File: src/rtl/rss_pkg.sv
// Package: constants and types for the reference select and state control
//---------------------------------------------------------------------------
// Function
// - After reset the PLL state is Free-run, tracking only the crystal.
// - Exactly one of Lock, Holdover, Free-run; lock and holdover shown.
// - With no valid reference ever present, stay in Free-run.
// - A validated eligible reference moves the PLL into Lock on it.
// - Auto mode: active fails, no other valid, go to Holdover.
// - Auto mode: active fails, other valid, switch hitlessly to it.
// - Manual mode: reference changes only by field or select pin.
// - Manual mode: one eligible input; its failure gives Holdover.
// - Select field offers direct input choice and a pin-select mode.
// - Pin-select: select pin low picks input zero, high picks one.
// - Auto mode: at start or failure pick highest-priority valid input.
// - Revertive: switch to higher-priority input once it becomes valid.
// - Non-revertive: keep current input while it stays valid.
// - One priority bit says which input is higher priority.
// - Bypass mux feeds crystal or either input to output-three divider.
// - Every input is monitored; an alarm is raised on failure.
// - Reset returns all registers and state machines to defaults; the input synchronisers are not reset.
// - Failed input valid again after eight edges; errors restart count.
// - Entering Holdover sets a separate sticky holdover alarm.
//---------------------------------------------------------------------------
package rss_pkg;

    localparam int unsigned VALID_EDGES = 8;
    localparam int unsigned VCNT_W      = 4;

    // Reference select field encoding
    typedef enum logic [1:0] {
        RSS_SEL_AUTO = 2'b00,
        RSS_SEL_REF0 = 2'b01,
        RSS_SEL_REF1 = 2'b10,
        RSS_SEL_PIN  = 2'b11
    } rss_sel_e;

    typedef enum logic [1:0] {
        RSS_ST_FREERUN  = 2'b00,
        RSS_ST_LOCK     = 2'b01,
        RSS_ST_HOLDOVER = 2'b10
    } rss_state_e;

    // Bypass mux source encoding
    typedef enum logic [1:0] {
        RSS_BYP_XTAL = 2'b00,
        RSS_BYP_REF0 = 2'b01,
        RSS_BYP_REF1 = 2'b10
    } rss_byp_e;

    typedef struct packed {
        rss_sel_e   ref_sel;
        logic       revertive;
        logic       pri_ref1;
        logic       syn_mode;
        rss_byp_e   byp_src;
    } rss_cfg_s;

    typedef struct packed {
        rss_state_e state;
        logic       active_ref;
        logic       lock;
        logic       holdover;
        logic [1:0] ref_valid;
        logic [1:0] los_alarm;
        logic       hold_alarm;
    } rss_stat_s;

endpackage

File: src/rtl/rss_ctrl.sv
// Top: PLL state machine and reference selection
`timescale 1ns/10ps
module rss_ctrl
    import rss_pkg::*;
(
    input  wire logic       MCLK,           // Core clock, 40 MHz
    input  wire logic       RST,            // Sync reset, active high
    input  wire logic       REF0_LOS,       // Input zero loss, async
    input  wire logic       REF1_LOS,       // Input one loss, async
    input  wire logic       REF0_EDGE,      // Input zero edge toggle, async
    input  wire logic       REF1_EDGE,      // Input one edge toggle, async
    input  wire logic       CLOCK_SELECT,   // Select pin level, async
    input  wire rss_cfg_s   CFG,            // Control bits
    input  wire logic       HOLD_ALARM_CLR, // Clear holdover alarm pulse
    output rss_stat_s       STATUS,         // Status bits
    output logic            LOCK_PIN,       // Lock indication pin
    output logic            HOLDOVER_PIN,   // Holdover indication pin
    output logic            ALARM_PIN,      // Any reference alarm pin
    output rss_byp_e        BYPASS_SEL      // Output-three bypass source
);
    //-----------------------------------------------------------------------
    // Input synchronisers
    //-----------------------------------------------------------------------
    logic [3:0] sync1_reg;
    logic [3:0] sync2_reg;
    logic [1:0] edge_d_reg;
    wire  [3:0] async_in = {CLOCK_SELECT, REF1_EDGE, REF0_EDGE, REF1_LOS};

    logic       los0_s1_reg;
    logic       los0_s2_reg;

    // Synchronisers run through reset: the toggle history then matches
    // the pins when reset lifts, so no false edge is counted after it
    always_ff @(posedge MCLK) begin
        sync1_reg   <= async_in;
        sync2_reg   <= sync1_reg;
        los0_s1_reg <= REF0_LOS;
        los0_s2_reg <= los0_s1_reg;
        edge_d_reg  <= sync2_reg[2:1];
    end

    wire       clock_select_input_sync = sync2_reg[3];
    wire [1:0] los_sync  = {sync2_reg[0], los0_s2_reg};
    // Edges arrive as toggles so slow core sampling never misses one
    wire [1:0] edge_pls  = sync2_reg[2:1] ^ edge_d_reg;

    //-----------------------------------------------------------------------
    // Reference validation
    //-----------------------------------------------------------------------
    logic [1:0] ref_valid;
    logic [1:0] los_alarm;

    genvar g;
    generate
        for (g = 0; g < 2; g++) begin : gen_ref
            rss_ref_valid #(
                .EDGES     (VALID_EDGES)
            ) u_valid (
                .clk       (MCLK),
                .rst       (RST),
                .los_in    (los_sync[g]),
                .edge_in   (edge_pls[g]),
                .valid     (ref_valid[g]),
                .los_alarm (los_alarm[g])
            );
        end
    endgenerate

    //-----------------------------------------------------------------------
    // Reference choice
    //-----------------------------------------------------------------------
    rss_state_e state_reg;
    rss_state_e state_next;
    logic       active_reg;
    logic       active_next;
    logic       hold_alm_reg;
    logic       hold_alm_next;

    wire manual     = (CFG.ref_sel != RSS_SEL_AUTO);
    // Manual target: field direct, or the pin when in pin-select mode
    wire man_ref    = (CFG.ref_sel == RSS_SEL_PIN) ? clock_select_input_sync
                                                   : (CFG.ref_sel ==
                                                      RSS_SEL_REF1);
    wire hi_ref     = CFG.pri_ref1;
    wire lo_ref     = ~CFG.pri_ref1;
    wire hi_valid   = ref_valid[hi_ref];
    wire lo_valid   = ref_valid[lo_ref];
    wire any_valid  = hi_valid | lo_valid;
    wire act_valid  = ref_valid[active_reg];
    // Highest-priority valid input; the lower-priority input when neither is valid
    wire best_ref   = hi_valid ? hi_ref : lo_ref;
    wire man_valid  = ref_valid[man_ref];
    // Synthesizer mode pins the loop on the crystal
    wire syn        = CFG.syn_mode;

    always_comb begin
        state_next  = state_reg;
        active_next = active_reg;
        case (state_reg)
            RSS_ST_FREERUN: begin
                if (syn) begin
                    state_next = RSS_ST_FREERUN;
                end else if (manual) begin
                    active_next = man_ref;
                    if (man_valid) begin
                        state_next = RSS_ST_LOCK;
                    end
                end else if (any_valid) begin
                    active_next = best_ref;
                    state_next  = RSS_ST_LOCK;
                end
            end
            RSS_ST_LOCK: begin
                if (syn) begin
                    state_next = RSS_ST_FREERUN;
                end else if (manual) begin
                    // Only user command changes the reference
                    active_next = man_ref;
                    if (!man_valid) begin
                        state_next = RSS_ST_HOLDOVER;
                    end
                end else if (!act_valid) begin
                    if (any_valid) begin
                        active_next = best_ref;
                    end else begin
                        state_next = RSS_ST_HOLDOVER;
                    end
                end else if (CFG.revertive && hi_valid) begin
                    active_next = hi_ref;
                end else begin
                    active_next = active_reg;
                end
            end
            RSS_ST_HOLDOVER: begin
                if (syn) begin
                    state_next = RSS_ST_FREERUN;
                end else if (manual) begin
                    active_next = man_ref;
                    if (man_valid) begin
                        state_next = RSS_ST_LOCK;
                    end
                end else if (any_valid) begin
                    active_next = best_ref;
                    state_next  = RSS_ST_LOCK;
                end
            end
            default: begin
                state_next = RSS_ST_FREERUN;
            end
        endcase
    end

    // Set wins over a clear arriving in the same cycle
    wire entering_hold = (state_next == RSS_ST_HOLDOVER) &&
                         (state_reg != RSS_ST_HOLDOVER);
    assign hold_alm_next = entering_hold ? 1'b1
                         : (HOLD_ALARM_CLR ? 1'b0 : hold_alm_reg);

    always_ff @(posedge MCLK) begin
        if (RST) begin
            state_reg    <= RSS_ST_FREERUN;
            active_reg   <= 1'b0;
            hold_alm_reg <= 1'b0;
        end else begin
            state_reg    <= state_next;
            active_reg   <= active_next;
            hold_alm_reg <= hold_alm_next;
        end
    end

    //-----------------------------------------------------------------------
    // Outputs
    //-----------------------------------------------------------------------
    logic     lock_pin_reg;
    logic     hold_pin_reg;
    logic     alarm_pin_reg;
    rss_byp_e byp_reg;

    // Bypass is only legal for sources at or below 250 MHz; user's duty
    wire rss_byp_e byp_next = (CFG.byp_src == RSS_BYP_REF0) ? RSS_BYP_REF0
                            : (CFG.byp_src == RSS_BYP_REF1) ? RSS_BYP_REF1
                            : RSS_BYP_XTAL;

    always_ff @(posedge MCLK) begin
        if (RST) begin
            lock_pin_reg  <= 1'b0;
            hold_pin_reg  <= 1'b0;
            alarm_pin_reg <= 1'b0;
            byp_reg       <= RSS_BYP_XTAL;
        end else begin
            lock_pin_reg  <= (state_next == RSS_ST_LOCK);
            hold_pin_reg  <= (state_next == RSS_ST_HOLDOVER);
            alarm_pin_reg <= |los_alarm;
            byp_reg       <= byp_next;
        end
    end

    assign LOCK_PIN          = lock_pin_reg;
    assign HOLDOVER_PIN      = hold_pin_reg;
    assign ALARM_PIN         = alarm_pin_reg;
    assign BYPASS_SEL        = byp_reg;
    assign STATUS = '{state:      state_reg,
                      active_ref: active_reg,
                      lock:       lock_pin_reg,
                      holdover:   hold_pin_reg,
                      ref_valid:  ref_valid,
                      los_alarm:  los_alarm,
                      hold_alarm: hold_alm_reg};
endmodule

File: src/rtl/rss_ref_valid.sv
// Per-reference validation: loss flag and eight-edge requalification
`timescale 1ns/10ps
module rss_ref_valid
    import rss_pkg::*;
#(
    parameter int unsigned EDGES = VALID_EDGES
) (
    input  wire logic clk,       // Core clock
    input  wire logic rst,       // Synchronous reset, active high
    input  wire logic los_in,    // Loss indication from monitor, synced
    input  wire logic edge_in,   // One-cycle pulse per reference rising edge
    output logic      valid,     // Reference qualified
    output logic      los_alarm  // Loss alarm, held until revalidated
);
    logic [VCNT_W-1:0] cnt_reg;
    logic [VCNT_W-1:0] cnt_next;
    logic              alm_reg;
    logic              alm_next;
    wire               cnt_done = (cnt_reg == VCNT_W'(EDGES - 1));

    // A fresh loss restarts the count, even mid-validation
    always_comb begin
        cnt_next = cnt_reg;
        alm_next = alm_reg;
        if (los_in) begin
            alm_next = 1'b1;
            cnt_next = '0;
        end else if (alm_reg && edge_in) begin
            if (cnt_done) begin
                alm_next = 1'b0;
                cnt_next = '0;
            end else begin
                cnt_next = cnt_reg + VCNT_W'(1);
            end
        end
    end

    // Starts failed: nothing counts as valid until it has shown edges
    always_ff @(posedge clk) begin
        if (rst) begin
            cnt_reg <= '0;
            alm_reg <= 1'b1;
        end else begin
            cnt_reg <= cnt_next;
            alm_reg <= alm_next;
        end
    end

    assign valid     = ~alm_reg;
    assign los_alarm = alm_reg;
endmodule
File: config.mk
export PLATFORM = sky130hd
export DESIGN_NAME = rss_ctrl
export DESIGN_NICKNAME = d
export VERILOG_FILES = /design/src/rtl/rss_pkg.sv /design/src/rtl/rss_ctrl.sv /design/src/rtl/rss_ref_valid.sv
export SDC_FILE = /design/constraint.sdc
export NUM_CORES = 1
export LEC_CHECK = 0
export BUFFER_PORTS_ARGS = -buffer_cell sky130_fd_sc_hd__clkbuf_2
export CAP_MARGIN = 5
export CORE_ASPECT_RATIO = 0.8
export CORE_UTILIZATION = 35
export DETAILED_ROUTE_END_ITERATION = 10
export GPL_ROUTABILITY_DRIVEN = 0
export PLACE_DENSITY = 0.59
export SYNTH_ARGS = -nofsm -noshare
export SYNTH_HDL_FRONTEND = slang
export SYNTH_SLANG_ARGS = --single-unit
File: constraint.sdc
create_clock -name MCLK -period 1.9 [get_ports MCLK]
set_input_delay 0.095 -clock MCLK [delete_from_list [all_inputs] [get_ports MCLK]]
set_output_delay 0.095 -clock MCLK [all_outputs]
set_load 0.03 [all_outputs]
==> impl_metrics.env, run 1 <==
export IMPL_coreArea_um2=3180
export IMPL_multi_input_area_um2=488
export IMPL_cp_data_required_time_ps=2090
export IMPL_pwr_share_comb=0.073
export IMPL_clk_latency_ps=270
export IMPL_fin_crit_sh=0.815
export IMPL_p_seq_frac=0.546
export IMPL_fillCellCount=313
export IMPL_dpl_hpwl_um=1560
export IMPL_max_freq_mhz=646
export IMPL_clock_power_share=0.381
export IMPL_dp_worst_setup_slack_ps=350
export IMPL_fin_tns_setup_ps=0
export IMPL_area_growth_pct=22.5
export IMPL_worstHoldStart="CFG[2]"
export IMPL_hold_depth=2
export IMPL_avgRoutedWirePerCell_um=11.4
export IMPL_cts_sinks=31
export IMPL_grt_max_degree=18
export IMPL_r2r_slack_ps=350
export IMPL_synth_area_um2=1200
export IMPL_power_leakage_nw=0.654
export IMPL_chipWidth_um=67.6
export IMPL_fin_cells=190
export IMPL_ys_types=34
export IMPL_portBuffers=29
export IMPL_path_cells="ha_1 -> and3b_1 -> or4_1 -> a211oi_1"
export IMPL_yosys_warnings=0
export IMPL_critPathBufInv=0
export IMPL_hold_viol=0
export IMPL_whs_ps=64.4
export IMPL_postLayoutCellArea_um2=1470
export IMPL_crit_arrival_ps=1740
export IMPL_vdd_drop_max_v=0.000444
export IMPL_r2r_cells=4
export IMPL_nets=166
export IMPL_switching_power_mw=0.283
export IMPL_worstSetupPathType="flop to flop"
export IMPL_intPower_mw=0.973
export IMPL_dr_pass1_iters=4
export IMPL_grt_pass1_wl_um=3530
export IMPL_drt_iter0_drc=56
export IMPL_largest_reg_flops=8
export IMPL_htreeDepth=2
export IMPL_antenna_found_initial=0
export IMPL_r2r_start="gen_ref[0].u_valid.cnt_reg[0]"
export IMPL_avgSynthCellArea_um2=10.2
export IMPL_start_util=0.379
export IMPL_crit_cells=4
export IMPL_ioPinCount=30
export IMPL_critPathTopFamily="simple AND/OR/NAND/NOR gates"
export IMPL_min_path_type="primary input to flop"
export IMPL_seqCellArea_um2=621
export IMPL_p_total_mw=1.26
export IMPL_dpl_instance_area_um2=1320
export IMPL_root_buffer="clkbuf_8"
export IMPL_totalWireLength_um=2160
export IMPL_drive_above_1_share=0.253
export IMPL_grt_pass1_vias=827
export IMPL_end_kind="flop"
export IMPL_vias=946
export IMPL_grt_overflow=0
export IMPL_maxSlewHeadroom=0.683
export IMPL_synth_edff_count=0
export IMPL_antennaDiodeCount=0
export IMPL_cp_slowest_cell="or4_1"
export IMPL_finalMaxSlewViolations=0
export IMPL_startpoint_type="flop"
export IMPL_clkTransAtPathRegs_ps=60
export IMPL_ys_seq_area_frac=0.516
export IMPL_cts_made_buffers=5
export IMPL_final_core_util=0.464
export IMPL_cts_buffer_depth=2
export IMPL_max_cap_violations=0
export IMPL_postRouteAntennaNets=0
export IMPL_netlist_instances=118
export IMPL_worstMarginPinSlew_ps=471
export IMPL_status="complete, no violations"
export IMPL_die_h_um=54.5
export IMPL_cts_resized=0
export IMPL_setup_violations=0
export IMPL_dp_cells=175
export IMPL_startpoint="gen_ref[0].u_valid.cnt_reg[0]"
export IMPL_die_area_um2=3680
export IMPL_synthesis_nets=135
export IMPL_rsz0062_at_grt="false"
export IMPL_power_density_nw_per_um2=852
export IMPL_synth_main_ff_cell="dfxtp_1"
export IMPL_cpPeakStageDelay_ps=500
export IMPL_ys_ff_latch=31
export IMPL_grtUsageTotal=0.137
export IMPL_async_reset_ff_frac=0
export IMPL_setup_ws_ps=352
export IMPL_fp_row_count=18
export IMPL_finalCriticalPeriod_ps=1550
export IMPL_fin_skew_ps=2.74
export IMPL_vias_per_cell=4.98
export IMPL_cts_tree="yes"
export IMPL_critPathMaxFanout=4
export IMPL_p_sw_frac=0.226
export IMPL_drc=0
## area by class of cell
cell class              instances  share of cell area
clock buffers                   7              0.0518
inverters                       5              0.0127
repair buffers                 36               0.146
multi-input cells              70               0.331
flip-flops and latches         31               0.421
clock inverters                 1             0.00340
well taps                      40              0.0340
## routing by layer
layer	wire, um	track usage	vias to the layer above
met4	38	0.0851	0
met2	898	0.215	31
li1	-	-	481
met3	176	0.0625	5
met5	0	0	-
met1	1040	0.152	429
## layout by cell type, fill, tap and decap left out, drive strengths merged, types with 4 or more instances in the layout
| cell type | instances |
|---|---|
| dfxtp | 31 |
| xor2 | 4 |
| nand2 | 5 |
| a21boi | 4 |
| a211oi | 4 |
| nor2 | 6 |
| dlygate4sd3 | 7 |
| clkbuf | 36 |
| inv | 5 |
| mux2i | 4 |
| nand2b | 4 |
| nand3 | 4 |
| nor3 | 5 |
## kinds of logic after synthesis
logic type | synth area share
compound gates | 0.161
simple gates | 0.161
mux | 0.0333
flops | 0.516
fa+ha+maj | 0.0208
xor+xnor | 0.0291
buf+inv | 0.0790
## timing repair
| item | CTS | global route |
|---|---|---|
| hold buffers | 7 | 0 |
| hold endpoints to repair | 7 | 0 |
| setup buffers | 0 | 0 |
## Yosys cell counts (4+ instances only)
| cell | number | area (um2) |
|---|---|---|
| nand2_1 | 4 | 15.0 |
| xor2_1 | 4 | 35.0 |
| mux2i_1 | 4 | 40.0 |
| buf_4 | 8 | 60.1 |
| dfxtp_1 | 31 | 621 |
| nand2b_1 | 4 | 25.0 |
| nor2_1 | 6 | 22.5 |
| inv_1 | 5 | 18.8 |
| nand3_1 | 4 | 20.0 |
| a21boi_0 | 4 | 30.0 |
| nor3_1 | 5 | 25.0 |
| a211oi_1 | 4 | 30.0 |
## power groups by stage
stage               Clock [mW]  Sequential, mW  Combinational [mW]
floorplan                    0           0.702              0.0504
CTS                      0.496           0.685              0.0927
detailed placement           0           0.699              0.0812
global route             0.531           0.688               0.103
finish                   0.478           0.685              0.0921
global placement             0           0.699              0.0801
## final timing paths
check,to
min reg2reg,los0_s2_reg
max,gen_ref[0].u_valid.cnt_reg[3]
max reg2reg,gen_ref[0].u_valid.cnt_reg[3]
min,LOCK_PIN
No activity file was read; power rests on OpenSTA's default activity.
==> run 2, diff against run 1 <==
==> constraint.sdc (replaced) <==
create_clock -name MCLK -period 1.6 [get_ports MCLK]
set_input_delay 0.08 -clock MCLK [delete_from_list [all_inputs] [get_ports MCLK]]
set_output_delay 0.08 -clock MCLK [all_outputs]
set_load 0.03 [all_outputs]
==> impl_metrics.env, run 2 (synthesis gave the netlist of run 1 again) <==
export IMPL_status="complete, no violations"
export IMPL_finalCriticalPeriod_ps=1530
export IMPL_drive_above_1_share=0.288
export IMPL_path_cells="ha_1 -> and3b_1 -> or4_1 -> a211oi_1"
export IMPL_cts_sinks=31
export IMPL_p_total_mw=1.54
export IMPL_min_path_type="primary input to flop"
export IMPL_maxSlewHeadroom=0.710
export IMPL_postRouteAntennaNets=0
export IMPL_totalWireLength_um=2310
export IMPL_critPathMaxFanout=4
export IMPL_cts_buffer_depth=2
export IMPL_root_buffer="clkbuf_8"
export IMPL_dpl_hpwl_um=1660
export IMPL_setup_violations=0
export IMPL_drt_iter0_drc=122
export IMPL_grt_overflow=0
export IMPL_whs_ps=52.2
export IMPL_multi_input_area_um2=488
export IMPL_vias_per_cell=5.03
export IMPL_cp_data_required_time_ps=1800
export IMPL_cts_tree="yes"
export IMPL_nets=170
export IMPL_htreeDepth=2
export IMPL_grt_pass1_vias=925
export IMPL_vias=970
export IMPL_max_freq_mhz=654
export IMPL_grt_max_degree=14
export IMPL_dr_pass1_iters=4
export IMPL_grtUsageTotal=0.158
export IMPL_antennaDiodeCount=0
export IMPL_fin_skew_ps=8.12
export IMPL_grt_pass1_wl_um=4060
export IMPL_vdd_drop_max_v=0.000524
export IMPL_largest_reg_flops=8
export IMPL_fp_row_count=18
export IMPL_hold_viol=0
export IMPL_clkTransAtPathRegs_ps=70
export IMPL_ioPinCount=30
export IMPL_rsz0062_at_grt="false"
export IMPL_crit_arrival_ps=1730
export IMPL_fin_crit_sh=0.956
export IMPL_final_core_util=0.476
export IMPL_layout_common_cells="dfxtp_1 (30), clkbuf_2 (29), dlygate4sd3_1 (7)"
export IMPL_startpoint_type="flop"
export IMPL_seqCellArea_um2=622
export IMPL_start_util=0.379
export IMPL_power_density_nw_per_um2=1020
export IMPL_chipWidth_um=67.6
export IMPL_fin_tns_setup_ps=0
export IMPL_power_leakage_nw=0.678
export IMPL_portBuffers=29
export IMPL_fin_cells=193
export IMPL_cp_slowest_cell="or4_1"
export IMPL_worstSetupPathType="flop to flop"
export IMPL_cpPeakStageDelay_ps=500
export IMPL_cts_made_buffers=5
export IMPL_dp_cells=179
export IMPL_die_h_um=54.5
export IMPL_area_growth_pct=25.6
export IMPL_end_kind="flop"
export IMPL_worstMarginPinSlew_ps=431
export IMPL_antenna_found_initial=0
export IMPL_die_area_um2=3680
export IMPL_post_cts_setup_buffers=0
export IMPL_coreArea_um2=3180
export IMPL_avgRoutedWirePerCell_um=12.0
export IMPL_drc=0
export IMPL_fillCellCount=298
export IMPL_clk_latency_ps=280
export IMPL_max_cap_violations=0
export IMPL_final_common_cell="dfxtp_1"
export IMPL_finalMaxSlewViolations=0
-- run 2: metrics by stage --
stage | area (um2) | setup WS [ps]
floorplan | 1200 | 137
global placement | 1350 | 114
global route | 1510 | 13.4
finish | 1510 | 70.5
CTS | 1510 | 59.5
detailed placement | 1350 | 50.3
-- run 2: area by class of cell --
cell class,instances,share of cell area
inverter,5,0.0124
sequential,31,0.411
clock buffer,6,0.0546
timing repair buffer,40,0.162
clock inverter,1,0.00331
tap,40,0.0331
multi-input combinational,70,0.323
-- run 2: path summary, 6_finish.rpt --
path,from,endpoint,slack [ps],cells after the start
hold reg to reg,los0_s1_reg,los0_s2_reg,330,0
setup / recovery,gen_ref[0].u_valid.cnt_reg[0],gen_ref[0].u_valid.cnt_reg[3],70,4
hold / removal,CFG[2],state_reg[0],50,2
setup reg to reg,gen_ref[0].u_valid.cnt_reg[0],gen_ref[0].u_valid.cnt_reg[3],70,4
-- run 2: critical path: cells and delay by family, from the launching register on --
family	cells	cell delay, ps
adders and majority gates	1	220
AOI/OAI and AO/OA	1	220
DFF	1	330
and+or+nand+nor	2	690
-- run 2: power breakdown --
| group | leakage, nW | switching [mW] | internal, mW | total, mW |
|---|---|---|---|---|
| Clock | 0.0470 | 0.273 | 0.337 | 0.609 |
| Combinational | 0.375 | 0.0598 | 0.0570 | 0.117 |
| Sequential | 0.255 | 0.0151 | 0.798 | 0.813 |
-- run 2: metal layers --
| metal | routed length (um) | GRT usage |
|---|---|---|
| met5 | 0 | 0 |
| met4 | 48 | 0.0957 |
| met3 | 137 | 0.0563 |
| met2 | 1000 | 0.256 |
| met1 | 1120 | 0.181 |
-- run 2: what timing repair did --
action / CTS / global route
gates resized for setup: 0 / 1
setup endpoints to repair: 0 / 1
hold buffers: 7 / 0
endpoints found under the hold margin: 7 / 0
==> run 3, diff against run 2 <==
--- a/config.mk
+++ b/config.mk
@@ -11,6 +11,7 @@
 export CORE_UTILIZATION = 35
 export DETAILED_ROUTE_END_ITERATION = 10
 export GPL_ROUTABILITY_DRIVEN = 0
+export MAX_ROUTING_LAYER = met4
 export PLACE_DENSITY = 0.59
 export SYNTH_ARGS = -nofsm -noshare
 export SYNTH_HDL_FRONTEND = slang
==> constraint.sdc (replaced) <==
create_clock -name MCLK -period 1.9 [get_ports MCLK]
set_input_delay 0.095 -clock MCLK [delete_from_list [all_inputs] [get_ports MCLK]]
set_output_delay 0.095 -clock MCLK [all_outputs]
set_load 0.03 [all_outputs]
==> impl_metrics.env, run 3 (synthesis gave the netlist of run 1 again) <==
export IMPL_vias=944
export IMPL_r2r_slack_ps=350
export IMPL_htreeDepth=2
export IMPL_drive_above_1_share=0.253
export IMPL_fin_skew_ps=2.62
export IMPL_r2r_cells=4
export IMPL_power_leakage_nw=0.654
export IMPL_dp_cells=175
export IMPL_die_area_um2=3680
export IMPL_worstSetupPathType="flop to flop"
export IMPL_r2r_start="gen_ref[0].u_valid.cnt_reg[0]"
export IMPL_dpl_hpwl_um=1560
export IMPL_layout_common_cells="dfxtp_1 (31), clkbuf_2 (29), dlygate4sd3_1 (7)"
export IMPL_final_core_util=0.464
export IMPL_grt_pass1_vias=826
export IMPL_fillCellCount=313
export IMPL_finalCriticalPeriod_ps=1550
export IMPL_clk_latency_ps=270
export IMPL_startpoint_type="flop"
export IMPL_postLayoutCellArea_um2=1470
export IMPL_cts_sinks=31
export IMPL_cpPeakStageDelay_ps=500
export IMPL_grt_max_degree=18
export IMPL_startpoint="gen_ref[0].u_valid.cnt_reg[0]"
export IMPL_fin_cells=190
export IMPL_clkTransAtPathRegs_ps=60
export IMPL_setup_violations=0
export IMPL_worst_r2r_endpoint="gen_ref[0].u_valid.cnt_reg[3]"
export IMPL_cts_tree="yes"
export IMPL_coreArea_um2=3180
export IMPL_dpl_instance_area_um2=1320
export IMPL_dp_worst_setup_slack_ps=350
export IMPL_drc=0
export IMPL_area_growth_pct=22.5
export IMPL_setup_ws_ps=352
export IMPL_totalWireLength_um=2160
export IMPL_vdd_drop_max_v=0.000444
export IMPL_postRouteAntennaNets=0
export IMPL_end_kind="flop"
export IMPL_drt_iter0_drc=60
export IMPL_rsz0062_at_grt="false"
export IMPL_final_common_cell="dfxtp_1"
export IMPL_maxSlewHeadroom=0.681
export IMPL_start_util=0.379
export IMPL_max_freq_mhz=646
export IMPL_max_cap_violations=0
export IMPL_cts_buffer_depth=2
export IMPL_largest_reg_flops=8
export IMPL_dr_pass1_iters=4
export IMPL_worstMarginPinSlew_ps=474
export IMPL_critPathMaxFanout=4
export IMPL_status="complete, no violations"
export IMPL_cts_resized=0
export IMPL_crit_end="gen_ref[0].u_valid.cnt_reg[3]"
export IMPL_avgRoutedWirePerCell_um=11.4
export IMPL_nets=166
export IMPL_die_h_um=54.5
export IMPL_cp_slowest_cell="or4_1"
export IMPL_antenna_found_initial=0
export IMPL_hold_viol=0
export IMPL_finalMaxSlewViolations=0
export IMPL_grt_pass1_wl_um=3540
export IMPL_crit_arrival_ps=1740
export IMPL_fin_crit_sh=0.815
export IMPL_min_path_type="primary input to flop"
export IMPL_portBuffers=29
export IMPL_ioPinCount=30
export IMPL_path_cells="ha_1 -> and3b_1 -> or4_1 -> a211oi_1"
export IMPL_p_total_mw=1.26
export IMPL_root_buffer="clkbuf_8"
export IMPL_grt_overflow=0
export IMPL_chipWidth_um=67.6
export IMPL_whs_ps=64.2
export IMPL_cts_made_buffers=5
export IMPL_fp_row_count=18
export IMPL_vias_per_cell=4.97
export IMPL_fin_tns_setup_ps=0
export IMPL_cp_data_required_time_ps=2090
export IMPL_grtUsageTotal=0.141
export IMPL_power_density_nw_per_um2=852
export IMPL_antennaDiodeCount=0
==> run 3: changes by cell type in the layout (fill, tap and decap cells not counted) <==
cell and delta:
buf_4 -4, clkbuf_1 +2, clkbuf_8 -1, dfxtp_1 +1, dfxtp_2 -1
==> run 3: layout make-up <==
cell class,instances,area [um2],area share
Clock inverter,1,5.00,0.00340
Tap cell,40,50.0,0.0340
Sequential cell,31,621,0.421
Multi-Input combinational cell,70,488,0.331
Timing Repair Buffer,36,215,0.146
Clock buffer,7,76.3,0.0518
Inverter,5,18.8,0.0127
==> run 3: where the power goes <==
group          switching [mW]  leakage, nW  internal (mW)
Combinational          0.0481        0.356         0.0439
Clock                   0.223       0.0422          0.256
Sequential             0.0130        0.256          0.672
==> run 3: what timing repair did <==
item	4_1_cts	5_1_grt
setup buffers	0	0
hold endpoints to repair	7	0
hold buffers	7	0
==> run 3: per-layer routing <==
| metal | wire [um] | global-route usage |
|---|---|---|
| met3 | 155 | 0.0583 |
| met1 | 1050 | 0.155 |
| met4 | 42 | 0.0851 |
| met2 | 905 | 0.215 |
| met5 | 0 | - |
==> run 3: critical path, delay by kind of cell, from the launching register on <==
kind            cells  cell delay, ps
compound gates      1             230
fa+ha+maj           1             220
flops               1             330
simple gates        2             690
==> run 3: how the worst min path moves through the flow <==
stage               startpoint            to  slack [ps]  cells after the start
detailed placement   REF1_EDGE  sync1_reg[2]         200                      1
CTS                     CFG[2]      LOCK_PIN          60                      2
global placement     REF1_EDGE  sync1_reg[2]         200                      1
finish                  CFG[2]      LOCK_PIN          60                      2
floorplan             REF0_LOS   los0_s1_reg         120                      0
global route            CFG[2]  state_reg[0]          80                      2
